[config.mk]
export PLATFORM = sky130hd
export DESIGN_NAME = ssc_supervisor
export DESIGN_NICKNAME = d
export VERILOG_FILES = /design/src/logic/ssc_pkg.sv /design/src/logic/ssc_sync3.sv /design/src/logic/ssc_supervisor.sv
export SDC_FILE = /design/constraint.sdc
export NUM_CORES = 1
export LEC_CHECK = 0
export BUFFER_PORTS_ARGS = -buffer_cell sky130_fd_sc_hd__buf_2
export CORE_UTILIZATION = 53
export CTS_CLUSTER_SIZE = 14
export DETAILED_ROUTE_END_ITERATION = 7
export PLACE_DENSITY = 0.79
export SLEW_MARGIN = 20
export SYNTH_ARGS = -nofsm -noshare
export SYNTH_HDL_FRONTEND = slang
export SYNTH_HIERARCHICAL = 1
export SYNTH_SLANG_ARGS = --single-unit
export TNS_END_PERCENT = 50
[constraint.sdc]
create_clock -name i_ref_clk -period 1.4 [get_ports i_ref_clk]
set_input_delay 0.07 -clock i_ref_clk [delete_from_list [all_inputs] [get_ports i_ref_clk]]
set_output_delay 0.07 -clock i_ref_clk [all_outputs]
set_load 0.03 [all_outputs]
[src/logic/ssc_pkg.sv]
package ssc_pkg;
    // ------------------------------------------------------------
    // attribute bus shape
    // ------------------------------------------------------------
    localparam int ATTR_W = 8;
    localparam int DATA_W = 16;
    localparam int TRIP_N = 16;

    // ------------------------------------------------------------
    // attribute numbers
    // ------------------------------------------------------------
    localparam logic [ATTR_W-1:0] A_FAULT_EN = 8'h64;
    localparam logic [ATTR_W-1:0] A_TRIP = 8'h66;
    localparam logic [ATTR_W-1:0] A_STATUS = 8'h67;
    localparam logic [ATTR_W-1:0] A_WDOG = 8'h69;
    localparam logic [ATTR_W-1:0] A_LOSS = 8'h6a;
    localparam logic [ATTR_W-1:0] A_CMD = 8'h96;
    localparam logic [ATTR_W-1:0] A_START = 8'h97;
    localparam logic [ATTR_W-1:0] A_RELAY = 8'h98;

    // ------------------------------------------------------------
    // reset values (stored copies are reloaded by firmware)
    // ------------------------------------------------------------
    localparam logic [DATA_W-1:0] RST_WORD = 16'h0000;
    localparam logic [DATA_W-1:0] RST_FAULT_EN = 16'h7fff;

    // ------------------------------------------------------------
    // fault enable bits
    // ------------------------------------------------------------
    localparam int FE_SHARED_N = 6; // bits 0..5 match trip bits 0..5
    localparam int FE_UNDERV = 6;
    localparam int FE_OVERV = 7;
    localparam int FE_VUNBAL = 8;
    localparam int FE_PHREV = 9;
    localparam int FE_GROUND = 10;
    localparam int FE_OL_START = 11;
    localparam int FE_SHORTED = 12;
    localparam int FE_NOFIRE = 13;
    localparam int FE_OVERTEMP = 14;

    // ------------------------------------------------------------
    // trip reason bits
    // ------------------------------------------------------------
    localparam int TR_OVERLOAD = 0;
    localparam int TR_PHLOSS = 5;
    localparam int TR_MAINS = 6;
    localparam int TR_PHREV = 7;
    localparam int TR_SHORTED = 8;
    localparam int TR_NOFIRE = 9;
    localparam int TR_POLETEMP = 10;
    localparam int TR_COMM = 14;

    // ------------------------------------------------------------
    // motor status and command bits
    // ------------------------------------------------------------
    localparam int ST_RUN = 0;
    localparam int ST_BYPASS = 2;
    localparam int ST_FAULT = 5;
    localparam int ST_RELAY1 = 11;
    localparam int ST_RELAY2 = 12;
    localparam int ST_NETCTL = 13;
    localparam int ST_PERMIT = 14;
    localparam int CMD_RUN = 0;
    localparam int CMD_PERMIT = 2;
    localparam int CMD_RESET = 3;

    // ------------------------------------------------------------
    // setting codes
    // ------------------------------------------------------------
    localparam logic [DATA_W-1:0] WDOG_ON = 16'h0001;
    localparam logic [DATA_W-1:0] LOSS_FAULT = 16'h0001;
    localparam logic [DATA_W-1:0] LOSS_HOLD = 16'h0002;
    localparam logic [DATA_W-1:0] LOSS_STOP = 16'h0003;
    localparam logic [DATA_W-1:0] START_EDGE = 16'h0000;
    localparam logic [DATA_W-1:0] START_LEVEL = 16'h0001;
    localparam logic [DATA_W-1:0] RELAY_ON_FAULT = 16'h0000;
endpackage : ssc_pkg

[src/logic/ssc_sync3.sv]
`timescale 1ns/1ps
`default_nettype none
// three-stage pin synchroniser; level moves once stages two and three agree
module ssc_sync3 (
    // clock and control
    input wire logic i_ref_clk,
    input wire logic i_rst,
    input wire logic i_ce,
    // pin and clean level
    input wire logic i_pin,
    output logic o_level
);
    logic s1, s2, s3, lvl;
    logic next_s1, next_s2, next_s3, next_lvl;

    // stage one is read only by stage two
    always_comb begin
        next_s1 = i_pin;
        next_s2 = s1;
        next_s3 = s2;
        next_lvl = (s2 == s3) ? s3 : lvl;
    end

    always_ff @(posedge i_ref_clk) begin
        if (i_rst) begin
            s1 <= 1'b0;
            s2 <= 1'b0;
            s3 <= 1'b0;
            lvl <= 1'b0;
        end else if (i_ce) begin
            s1 <= next_s1;
            s2 <= next_s2;
            s3 <= next_s3;
            lvl <= next_lvl;
        end
    end

    assign o_level = lvl;
endmodule : ssc_sync3
`default_nettype wire

[src/logic/ssc_supervisor.sv]
// What this block does
// - fault enable bits 0..10 for named faults
// - fault enable bits 11..14 for thyristor faults
// - status shows run, bypass, fault bits
// - status shows relays, network control, permissive
// - watchdog enable turns timeout supervision on
// - comm loss: fault, hold, or stop
// - edge mode starts on rising start input
// - level mode runs while start input high
// - fault relay polarity from configuration
// - trip bits 4..15 name later faults
// - trip bits 0..3 overload, jam, stall, imbalance
`timescale 1ns/1ps
`default_nettype none
module ssc_supervisor
    import ssc_pkg::*;
(
    // clock and control
    input wire logic i_ref_clk,
    input wire logic i_rst,
    input wire logic i_ce,
    // attribute access
    input wire logic [ATTR_W-1:0] i_attr,
    input wire logic i_rd,
    input wire logic i_wr,
    input wire logic [DATA_W-1:0] i_wr_data,
    output logic [DATA_W-1:0] o_rd_data,
    output logic o_ack,
    output logic o_err,
    // starter side
    input wire logic [TRIP_N-1:0] i_fault_event,
    input wire logic i_comm_lost,
    input wire logic i_bypass,
    input wire logic i_relay2,
    input wire logic i_start_pin,
    input wire logic i_permit_pin,
    output logic o_motor_run,
    output logic o_fault_relay
);
    // ------------------------------------------------------------
    // pin synchronisers
    // ------------------------------------------------------------
    logic start_lvl, permit_lvl;

    ssc_sync3 u_start_sync (
        .i_ref_clk(i_ref_clk),
        .i_rst(i_rst),
        .i_ce(i_ce),
        .i_pin(i_start_pin),
        .o_level(start_lvl)
    );

    ssc_sync3 u_permit_sync (
        .i_ref_clk(i_ref_clk),
        .i_rst(i_rst),
        .i_ce(i_ce),
        .i_pin(i_permit_pin),
        .o_level(permit_lvl)
    );

    // ------------------------------------------------------------
    // attribute storage
    // ------------------------------------------------------------
    logic [DATA_W-1:0] fault_en, wdog, loss, cmd, start_mode, relay_pol;
    logic [DATA_W-1:0] next_fault_en, next_wdog, next_loss, next_cmd;
    logic [DATA_W-1:0] next_start_mode, next_relay_pol;
    logic [DATA_W-1:0] rd_data, next_rd_data, status;
    logic [TRIP_N-1:0] trip, next_trip, gate, set_vec;
    logic ack, err, next_ack, next_err, hit, ro;

    // decode; writes to read-only or unknown attributes answer an error
    always_comb begin
        hit = 1'b1;
        ro = 1'b0;
        next_rd_data = rd_data;
        if (i_attr == A_FAULT_EN) begin
            next_rd_data = fault_en;
        end else if (i_attr == A_TRIP) begin
            next_rd_data = trip;
            ro = 1'b1;
        end else if (i_attr == A_STATUS) begin
            next_rd_data = status;
            ro = 1'b1;
        end else if (i_attr == A_WDOG) begin
            next_rd_data = wdog;
        end else if (i_attr == A_LOSS) begin
            next_rd_data = loss;
        end else if (i_attr == A_CMD) begin
            next_rd_data = cmd;
        end else if (i_attr == A_START) begin
            next_rd_data = start_mode;
        end else if (i_attr == A_RELAY) begin
            next_rd_data = relay_pol;
        end else begin
            hit = 1'b0;
            next_rd_data = RST_WORD;
        end
        if (!i_rd) begin
            next_rd_data = rd_data;
        end
        next_ack = i_rd | i_wr;
        next_err = (i_rd & ~hit) | (i_wr & (~hit | ro));
        next_fault_en = fault_en;
        next_wdog = wdog;
        next_loss = loss;
        next_cmd = cmd;
        next_start_mode = start_mode;
        next_relay_pol = relay_pol;
        if (i_wr && i_attr == A_FAULT_EN) next_fault_en = i_wr_data;
        if (i_wr && i_attr == A_WDOG) next_wdog = i_wr_data;
        if (i_wr && i_attr == A_LOSS) next_loss = i_wr_data;
        if (i_wr && i_attr == A_CMD) next_cmd = i_wr_data;
        if (i_wr && i_attr == A_START) next_start_mode = i_wr_data;
        if (i_wr && i_attr == A_RELAY) next_relay_pol = i_wr_data;
    end

    always_ff @(posedge i_ref_clk) begin
        if (i_rst) begin
            fault_en <= RST_FAULT_EN;
            wdog <= RST_WORD;
            loss <= RST_WORD;
            cmd <= RST_WORD;
            start_mode <= RST_WORD;
            relay_pol <= RST_WORD;
            rd_data <= RST_WORD;
            ack <= 1'b0;
            err <= 1'b0;
        end else if (i_ce) begin
            fault_en <= next_fault_en;
            wdog <= next_wdog;
            loss <= next_loss;
            cmd <= next_cmd;
            start_mode <= next_start_mode;
            relay_pol <= next_relay_pol;
            rd_data <= next_rd_data;
            ack <= next_ack;
            err <= next_err;
        end
    end

    // ------------------------------------------------------------
    // trip capture and motor control
    // ------------------------------------------------------------
    logic run_latch, next_run_latch, held, next_held;
    logic run, next_run, relay, next_relay, start_prev, next_start_prev;
    logic lost, comm_trip, net_run, perm_ok, faulted, start_rise;

    assign faulted = |trip;
    assign lost = (wdog == WDOG_ON) & i_comm_lost;
    assign comm_trip = lost & (loss == LOSS_FAULT);
    assign perm_ok = permit_lvl & cmd[CMD_PERMIT];
    assign start_rise = start_lvl & ~start_prev;

    // faults with no enable bit of their own are always armed
    always_comb begin
        gate = {TRIP_N{1'b1}};
        for (int k = 0; k < FE_SHARED_N; k++) begin
            gate[k] = fault_en[k];
        end
        gate[TR_MAINS] = fault_en[FE_UNDERV] | fault_en[FE_OVERV]
                       | fault_en[FE_VUNBAL];
        gate[TR_PHREV] = fault_en[FE_PHREV];
        gate[TR_SHORTED] = fault_en[FE_SHORTED];
        gate[TR_NOFIRE] = fault_en[FE_NOFIRE];
        gate[TR_POLETEMP] = fault_en[FE_OVERTEMP];
        set_vec = i_fault_event & gate;
        set_vec[TR_COMM] = set_vec[TR_COMM] | comm_trip;
    end

    // sticky trips; a new event wins over a reset request
    always_comb begin
        next_trip = trip;
        if (cmd[CMD_RESET]) next_trip = '0;
        next_trip = next_trip | set_vec;
        // hold keeps the network run request seen before the loss
        next_held = lost ? held : cmd[CMD_RUN];
        if (lost) begin
            net_run = (loss == LOSS_HOLD) ? held : 1'b0;
        end else begin
            net_run = cmd[CMD_RUN];
        end
        if (start_mode == START_LEVEL) begin
            next_run_latch = start_lvl;
        end else if (faulted || !perm_ok) begin
            next_run_latch = 1'b0;
        end else begin
            next_run_latch = run_latch | start_rise;
        end
        next_run = perm_ok & ~faulted & (net_run | run_latch);
        next_start_prev = start_lvl;
        // relay polarity: 0 energises on fault, else when healthy
        next_relay = (relay_pol == RELAY_ON_FAULT) ? faulted : ~faulted;
    end

    always_ff @(posedge i_ref_clk) begin
        if (i_rst) begin
            trip <= '0;
            held <= 1'b0;
            run_latch <= 1'b0;
            run <= 1'b0;
            relay <= 1'b0;
            start_prev <= 1'b0;
        end else if (i_ce) begin
            trip <= next_trip;
            held <= next_held;
            run_latch <= next_run_latch;
            run <= next_run;
            relay <= next_relay;
            start_prev <= next_start_prev;
        end
    end

    // status word built live from block state
    always_comb begin
        status = '0;
        status[ST_RUN] = run;
        status[ST_BYPASS] = i_bypass;
        status[ST_FAULT] = faulted;
        status[ST_RELAY1] = relay;
        status[ST_RELAY2] = i_relay2;
        status[ST_NETCTL] = ~lost;
        status[ST_PERMIT] = permit_lvl;
    end

    assign o_rd_data = rd_data;
    assign o_ack = ack;
    assign o_err = err;
    assign o_motor_run = run;
    assign o_fault_relay = relay;
endmodule : ssc_supervisor
`default_nettype wire

# ---- Yosys cells after proc, flatten, opt, wreduce, memory -nomap -nowiden
# Index checks and enable logic that the tools add are counted.
# Widths: inputs -> output; s select.
dict set report totals {
  register_bits 143
  output_inout_bits 20
}
dict set report op_classes {
  eq_ne 14
  muxes 25
  bitwise 22
  reduce_logical 20
}
# operator n
set ops {}
lappend ops {{$mux 16} 9}
lappend ops {{$eq 16x1->1 const B} 3}
lappend ops {{$eq 8x7->1 const B} 5}
lappend ops {{$eq 8x8->1 const B} 3}
lappend ops {{$reduce_and 2->1} 10}
lappend ops {{$and 16x16->16} 1}
lappend ops {{$eq 16x2->1 const B} 1}
lappend ops {{$logic_not 16->1} 1}
lappend ops {{$mux 1} 16}
lappend ops {{$or 16x16->16} 1}
lappend ops {{$reduce_or 16->1} 1}
lappend ops {{$and 1x1->1} 8}
lappend ops {{$or 1x1->1} 8}
lappend ops {{$logic_and 1x1->1} 6}
lappend ops {{$not 1->1} 4}
lappend ops {{$eq 1x1->1} 2}
lappend ops {{$logic_not 1->1} 1}
lappend ops {{$logic_or 1x1->1} 1}

# ---- Longest topological paths before layout
# Gate-level depths: netlist of the first run.
dict set report depth {
  ltp_word 13
  depth_mapped 8
}

# ---- Cells and area by module
# Netlist of the first run, hierarchy kept.
# module n_inst cells_each area_each_um2
set by_module_without_submodules {}
lappend by_module_without_submodules {ssc_supervisor 1 739 6293.5}
lappend by_module_without_submodules {ssc_sync3 2 16 171.4}

# ---- Worst setup path after synthesis of the first run
# Ideal clock, no wire load.
dict set report synth_path {
  kind {input port to flip-flop}
  from {input port i_attr[2]}
  to {register loss[10]}
  setup_time_ps 128
  arrival_time_ps 1392
  required_time_ps 1272
  path_slack_ps -120
  cell_stages 6
  n_path_buf 2
  cell_sequence {buf_2 nand2b_1 nor4_4 buf_6 mux2i_1 nor2_1}
}
dict set report synth_via {
  elab_chain_cells 3
}
# item line_no
set synth_lines {}
lappend synth_lines {{from (decl)} ssc_supervisor.sv:23} ;# input wire logic [ATTR_W-1:0] i_attr,
lappend synth_lines {{$eq 8x7->1} ssc_supervisor.sv:111} ;# if (i_wr && i_attr == A_LOSS) next_loss = i_wr_data;
lappend synth_lines {{$logic_and 1x1->1} ssc_supervisor.sv:111}
lappend synth_lines {{$reduce_and 2->1 (no source line)} --}
lappend synth_lines {{to (signal assigned)} ssc_supervisor.sv:131} ;# loss <= next_loss;
lappend synth_lines {{to (decl)} ssc_supervisor.sv:64} ;# logic [DATA_W-1:0] fault_en, wdog, loss, cmd, start_mode, relay_pol;
# Every way passes these cells.
# A chain may end at the register's enable or synchronous reset.

# ---- Final worst setup path of the first run
dict set report layout_path {
  from {register trip[8]}
  to {register run_latch}
}
dict set report layout_via {
  elab_chain_cells 4
}
# item line_no
set layout_lines {}
lappend layout_lines {{from (decl)} ssc_supervisor.sv:68} ;# logic [TRIP_N-1:0] trip, next_trip, gate, set_vec;
lappend layout_lines {{from (signal assigned)} ssc_supervisor.sv:204} ;# trip <= next_trip;
lappend layout_lines {{$reduce_or 16->1} ssc_supervisor.sv:148} ;# assign faulted = |trip;
lappend layout_lines {{$logic_or 1x1->1} ssc_supervisor.sv:184} ;# end else if (faulted || !perm_ok) begin
lappend layout_lines {{$mux 1} ssc_supervisor.sv:184}
lappend layout_lines {{$mux 1} ssc_supervisor.sv:182} ;# if (start_mode == START_LEVEL) begin
lappend layout_lines {{to (signal assigned)} ssc_supervisor.sv:206} ;# run_latch <= next_run_latch;
lappend layout_lines {{to (decl)} ssc_supervisor.sv:144} ;# logic run_latch, next_run_latch, held, next_held;
# Every way passes these cells.

==> impl_metrics.ini, run 1 <==
[routing]
drc = 0
wl_per_cell_um = 20.0
via_per_inst = 6.04
dr.pass1.iters = 8
wl_mm = 22.8
initialDrtViolationCount = 722
ant_nets = 0
vias = 6875

[placement]
dpl.cell_count = 1074
portBuffers = 69
dpl_cell_area_um2 = 7930
gp_congestion = 0.955
dp_hpwl_mm = 16.2
dp_slack_ps = -304

[sta]
timing.final.ws_setup_ps = -128
period_share = 1.09
finalCriticalPeriod_ps = 1530
fin_setup_tns_ps = -490
clock_skew_ps = 6.69
drv_slew = 0
setup_viol = 6
max_freq_mhz = 654
tightestPinTransition_ps = 840
grt_setup_unrepaired = yes
hold_viol = 0
slew_headroom = 0.440

[worst_setup_path]
endpoint_kind = flip-flop
cp-start-kind = flip-flop
criticalPathCategory = reg2reg
arrival_ps = 1890
cp_data_required_time_ps = 1760
critPathMaxFanout = 3

[clock_network]
cts_tree = yes
cts-root-buf = clkbuf_16
clockBufferDepth = 2
cts_setup_buffers = 0
cts-buffers-inserted = 17
clock-sinks = 143
h-tree-depth = 4
clk_pin_slew_ps = 60
clk_latency_ps = 430

[yosys]
syn_inst = 771
yosys_warnings = 6
syn_nets = 821
async_reset_ff_frac = 0
syn_area_um2 = 6640
ys_seq_elements = 143
synth_edf_count = 0
syn_area_per_cell_um2 = 8.61
synth_cell_type_count = 62
seq_area_frac_synth = 0.431
synthFlopType = dfxtp_1

[die]
row_count = 40
dieArea_um2 = 13000
die_h_um = 114
io_pins = 70
fp.coreArea_um2 = 12100
initial_utilization = 0.548
die_w_um = 114

[outcome]
status = complete, but fails checks
violations = negative setup slack

[layout]
syn_to_final_growth_pct = 36.6
num-nets-final = 1009
antenna_cells = 0
drive_gt1_frac = 0.281
finish.instance_area_um2 = 9070
stdcell_count = 1139

[global_route]
gr-usage-all-layers = 0.362
grt_pass1_wl_mm = 35.5
grt_pass1_vias = 6719
grt-ovfl-total = 0
grt_max_degree = 84
antenna_found_initial = 0

[pwr]
p_per_area_nw_per_um2 = 1060
peakVddDrop_mv = 1.03
leakagePower_uw = 0.00353
p_total_uw = 9630

[worst_hold_path]
hp-class = in2reg

[flow_run]
max_cap_viol_count = 0
-- worst paths after layout --
path | startpoint | end | slack, ps | cells past startpoint
max reg2reg | trip[8] | run_latch | -130 | 6
min | i_fault_event[6] | trip[6] | 7 | 3
min reg2reg | cmd[13] | cmd[13] | 460 | 2
max | trip[8] | run_latch | -130 | 6
-- cells by family (layout without fill, tap and decap cells) --
logic type / count (synthesis) / in the layout / share of synthesized area
multiplexers: 70 / 70 / 0.106
XOR/XNOR: 1 / 1 / 0.00132
AO/OA/AOI/OAI: 194 / 194 / 0.191
flip-flops: 143 / 143 / 0.431
AND/OR/NAND/NOR: 305 / 305 / 0.232
buffers and inverters: 58 / 258 / 0.0392
-- sequential cells by signal (all words and copies together), names as in the netlist, 16 cells and up --
signal / flops
fault_en: 16
trip: 16
wdog: 16
start_mode: 16
cmd: 16
relay_pol: 16
o_rd_data: 16
loss: 16
-- cell usage after synthesis, types with 5 or more instances --
cell type | instances | area [µm²]
dfxtp_1 | 143 | 2860
nand2_1 | 121 | 454
nor2_1 | 89 | 334
a21oi_1 | 68 | 340
mux2i_1 | 68 | 681
clkbuf_1 | 33 | 124
o21ai_0 | 30 | 150
a22oi_1 | 19 | 143
nand3b_1 | 18 | 135
nor4_1 | 17 | 106
buf_2 | 14 | 70.1
o22ai_1 | 13 | 81.3
a32oi_1 | 12 | 105
o211ai_1 | 12 | 90.1
nand2b_1 | 11 | 68.8
a2bb2oi_1 | 10 | 87.6
nand3_1 | 7 | 35.0
a211oi_1 | 6 | 45.0
nor3_1 | 5 | 25.0
-- metrics by stage --
stage | hold WS [ps] | util
floorplan | 142 | -
global placement | 312 | 0.655
detailed placement | 327 | 0.655
CTS | 4.47 | 0.739
global route | 17.5 | 0.749
finish | 7.25 | 0.749
-- worst max-delay path, stage by stage, from the launching register on --
cell,delay (ps)
dfxtp_1,340
nor4_2,290
nand4_1,250
buf_6,210
o31ai_4,180
nand2_2,90
a21oi_2,110
-- final cells by class --
type / instances / area [µm²]
clock inverters: 11 / 140
well taps: 168 / 210
multi-input cells: 570 / 3690
repair buffers: 224 / 1680
clock buffers: 20 / 457
flip-flops and latches: 143 / 2870
fillers: 863 / 3050
inverters: 3 / 11.3
-- metal layers --
metal | track usage | vias to the layer above | wire length [µm]
met3 | 0.0739 | 59 | 1690
met1 | 0.454 | 3303 | 9440
met2 | 0.609 | 341 | 10900
met4 | 0.149 | 0 | 734
met5 | 0 | - | 0
li1 | - | 3172 | -
-- power breakdown --
part	switching [µW]	internal, µW	leakage (µW)	total, µW
registers	42.1	4120	0.00116	4170
logic	479	393	0.00208	872
clock network	1730	2870	0.000295	4600
total	2250	7390	0.00353	9630
-- layout by cell type (no fill, tap or decap), types with 5 or more instances in the layout --
cell type / instances
dfxtp_1: 135
nand2_1: 120
buf_4: 113
nor2_1: 87
buf_2: 68
mux2i_1: 67
a21oi_1: 65
dlygate4sd3_1: 34
o21ai_0: 28
nand3b_1: 18
a22oi_1: 18
clkbuf_16: 17
o22ai_1: 13
o211ai_1: 12
a32oi_1: 12
nand2b_1: 11
a2bb2oi_1: 10
nor4_1: 8
dfxtp_2: 8
nand3_1: 7
nor4_2: 6
buf_12: 6
nor4_4: 5
clkinv_2: 5
-- timing repair --
item	CTS	global route
gates cloned	0	0
endpoints found under the hold margin	59	0
pin swaps	15	16
endpoints found under the setup margin	8	16
gates resized for setup	17	29
hold buffers	34	0
Power figures use the tool's default switching activity.
==> inputs of run 2 (changes only) <==
--- a/config.mk
+++ b/config.mk
@@ -6,10 +6,10 @@
 export NUM_CORES = 1
 export LEC_CHECK = 0
 export BUFFER_PORTS_ARGS = -buffer_cell sky130_fd_sc_hd__buf_2
-export CORE_UTILIZATION = 53
+export CORE_UTILIZATION = 59
 export CTS_CLUSTER_SIZE = 14
 export DETAILED_ROUTE_END_ITERATION = 7
-export PLACE_DENSITY = 0.79
+export PLACE_DENSITY = 0.83
 export SLEW_MARGIN = 20
 export SYNTH_ARGS = -nofsm -noshare
 export SYNTH_HDL_FRONTEND = slang
==> constraint.sdc (replaced) <==
create_clock -name i_ref_clk -period 1.58 [get_ports i_ref_clk]
set_input_delay 0.079 -clock i_ref_clk [delete_from_list [all_inputs] [get_ports i_ref_clk]]
set_output_delay 0.079 -clock i_ref_clk [all_outputs]
set_load 0.03 [all_outputs]
==> run 2 against run 1 <==
The run still ends with negative setup slack left. First-iteration DRC count shrank 2.9%. Critical path depth shrank 2. Clock power shrank 8.5%. Flip-flop and latch count is the same. Die area shrank 10%. Non-clock buffer count shrank 47. Via count shrank 1.6%. Setup slack gained 95 ps.
==> impl_metrics.ini, run 2 (synthesis gave the netlist of run 1 again) <==
[worst_setup_path]
criticalPathCategory = reg2reg
r2r_cells = 4
arrival_ps = 2040
r2r-start = relay_pol[0]
reg2reg_slack_ps = -30
critPathMaxFanout = 3
cp-start-kind = flip-flop
cp_data_required_time_ps = 2010
timing.rr.end = o_fault_relay
endpoint_kind = flip-flop

[clock_network]
clock-sinks = 143
clockBufferDepth = 2
h-tree-depth = 4
cts-root-buf = clkbuf_8
cts-buffers-inserted = 17
clk_latency_ps = 550
clk_pin_slew_ps = 60
cts_tree = yes

[sta]
slew_headroom = 0.564
hold_viol = 0
tightestPinTransition_ps = 653
clock_skew_ps = 6.74
fin_setup_tns_ps = -32.7
setup_viol = 1
max_freq_mhz = 620
period_share = 1.02
timing.final.ws_setup_ps = -32.7
grt_setup_unrepaired = yes
drv_slew = 0
finalCriticalPeriod_ps = 1610

[die]
die_w_um = 108
initial_utilization = 0.610
die_h_um = 108
dieArea_um2 = 11700
fp.coreArea_um2 = 10900
io_pins = 70
row_count = 38

[flow_run]
max_cap_viol_count = 0

[pwr]
power_frac_comb = 0.086
peakVddDrop_mv = 0.794
sw_frac_of_total = 0.237
p_total_uw = 8650
p_switching_uw = 2050
p_int_uw = 6600
leakagePower_uw = 0.00326
clkPwrFrac = 0.487
p_per_area_nw_per_um2 = 1010
seq_power_share = 0.427

[worst_hold_path]
hp-class = in2reg
whs_path_depth = 5
hold_end = o_rd_data[2]
min-delay-start = i_bypass

[outcome]
status = complete, but fails checks
violations = negative setup slack

[global_route]
antenna_found_initial = 0
gr-usage-all-layers = 0.389
grtUsageMet2 = 0.646
gr-usage-met1 = 0.471
grt_pass1_vias = 6518
grt-ovfl-total = 0
grt-busiest-layer = met2
grt_pass1_wl_mm = 34.1
met3_usage = 0.0922
grt_max_degree = 62

[layout]
antenna_cells = 0
final_cell_mix = 142 x dfxtp_1, 121 x nand2_1, 89 x nor2_1
num-nets-final = 962
stdcell_count = 1065
syn_to_final_growth_pct = 29.0
utilization = 0.786
drive_gt1_frac = 0.211
final_common_cell = dfxtp_1
nFillCells = 707

[routing]
dr.pass1.iters = 6
drc = 0
vias = 6762
via_per_inst = 6.35
wl_mm = 22.0
wl_per_cell_um = 20.7
ant_nets = 0
initialDrtViolationCount = 701

[placement]
dpl.cell_count = 996
gp_congestion = 0.948
dp_hpwl_mm = 15.1
portBuffers = 69
run 2: routing by layer:
metal / part of all wire / routed length, µm
met1: 0.39 / 8690
met2: 0.48 / 10500
met3: 0.084 / 1850
met4: 0.042 / 916
met5: 0 / 0
run 2: how the worst max path moves through the flow:
stage	startpoint	to	slack, ps
2_1_floorplan	i_attr[2]	loss[10]	50
3_3_place_gp	i_attr[0]	o_rd_data[11]	-30
3_5_place_dp	i_attr[7]	o_rd_data[6]	-40
4_1_cts	trip[7]	run_latch	3
5_1_grt	trip[4]	o_motor_run	-50
6_report	relay_pol[0]	o_fault_relay	-30
run 2: layout make-up:
type,instances,area [µm²],area share
Clock buffer,20,435,0.0509
Clock inverter,12,184,0.0215
Inverter,3,11.3,0.00132
Multi-Input combinational cell,570,3570,0.417
Sequential cell,143,2860,0.335
Tap cell,140,175,0.0205
Timing Repair Buffer,177,1320,0.154
run 2: worst max-delay path, cell delays in order (launching register included):
cell and delay [ps]:
dfxtp_1 330, nor4_1 390, nand4_1 280, xnor2_1 370
a211oi_1 130
run 2: power groups by stage:
stage | combinational (µW) | sequential [µW] | clock (µW)
floorplan | 312 | 3780 | 0
global placement | 612 | 3760 | 0
detailed placement | 627 | 3760 | 0
CTS | 705 | 3680 | 4210
global route | 780 | 3700 | 4370
finish | 742 | 3700 | 4210
run 2: what timing repair did:
item	4_1_cts	5_1_grt
gates cloned	0	0
endpoints found under the setup margin	1	5
hold buffers	37	0
endpoints found under the hold margin	118	0
pin swaps	0	2
buffers inserted	0	0
resized for setup	1	10
run 2: stage by stage:
stage	instance area [µm²]	setup slack [ps]	hold slack, ps
5_1_grt	8560	-53.2	49.1
2_1_floorplan	6640	51.1	151
4_1_cts	8500	2.88	1.62
6_report	8560	-32.7	31.3
3_3_place_gp	7510	-32.6	323
3_5_place_dp	7510	-42.5	333
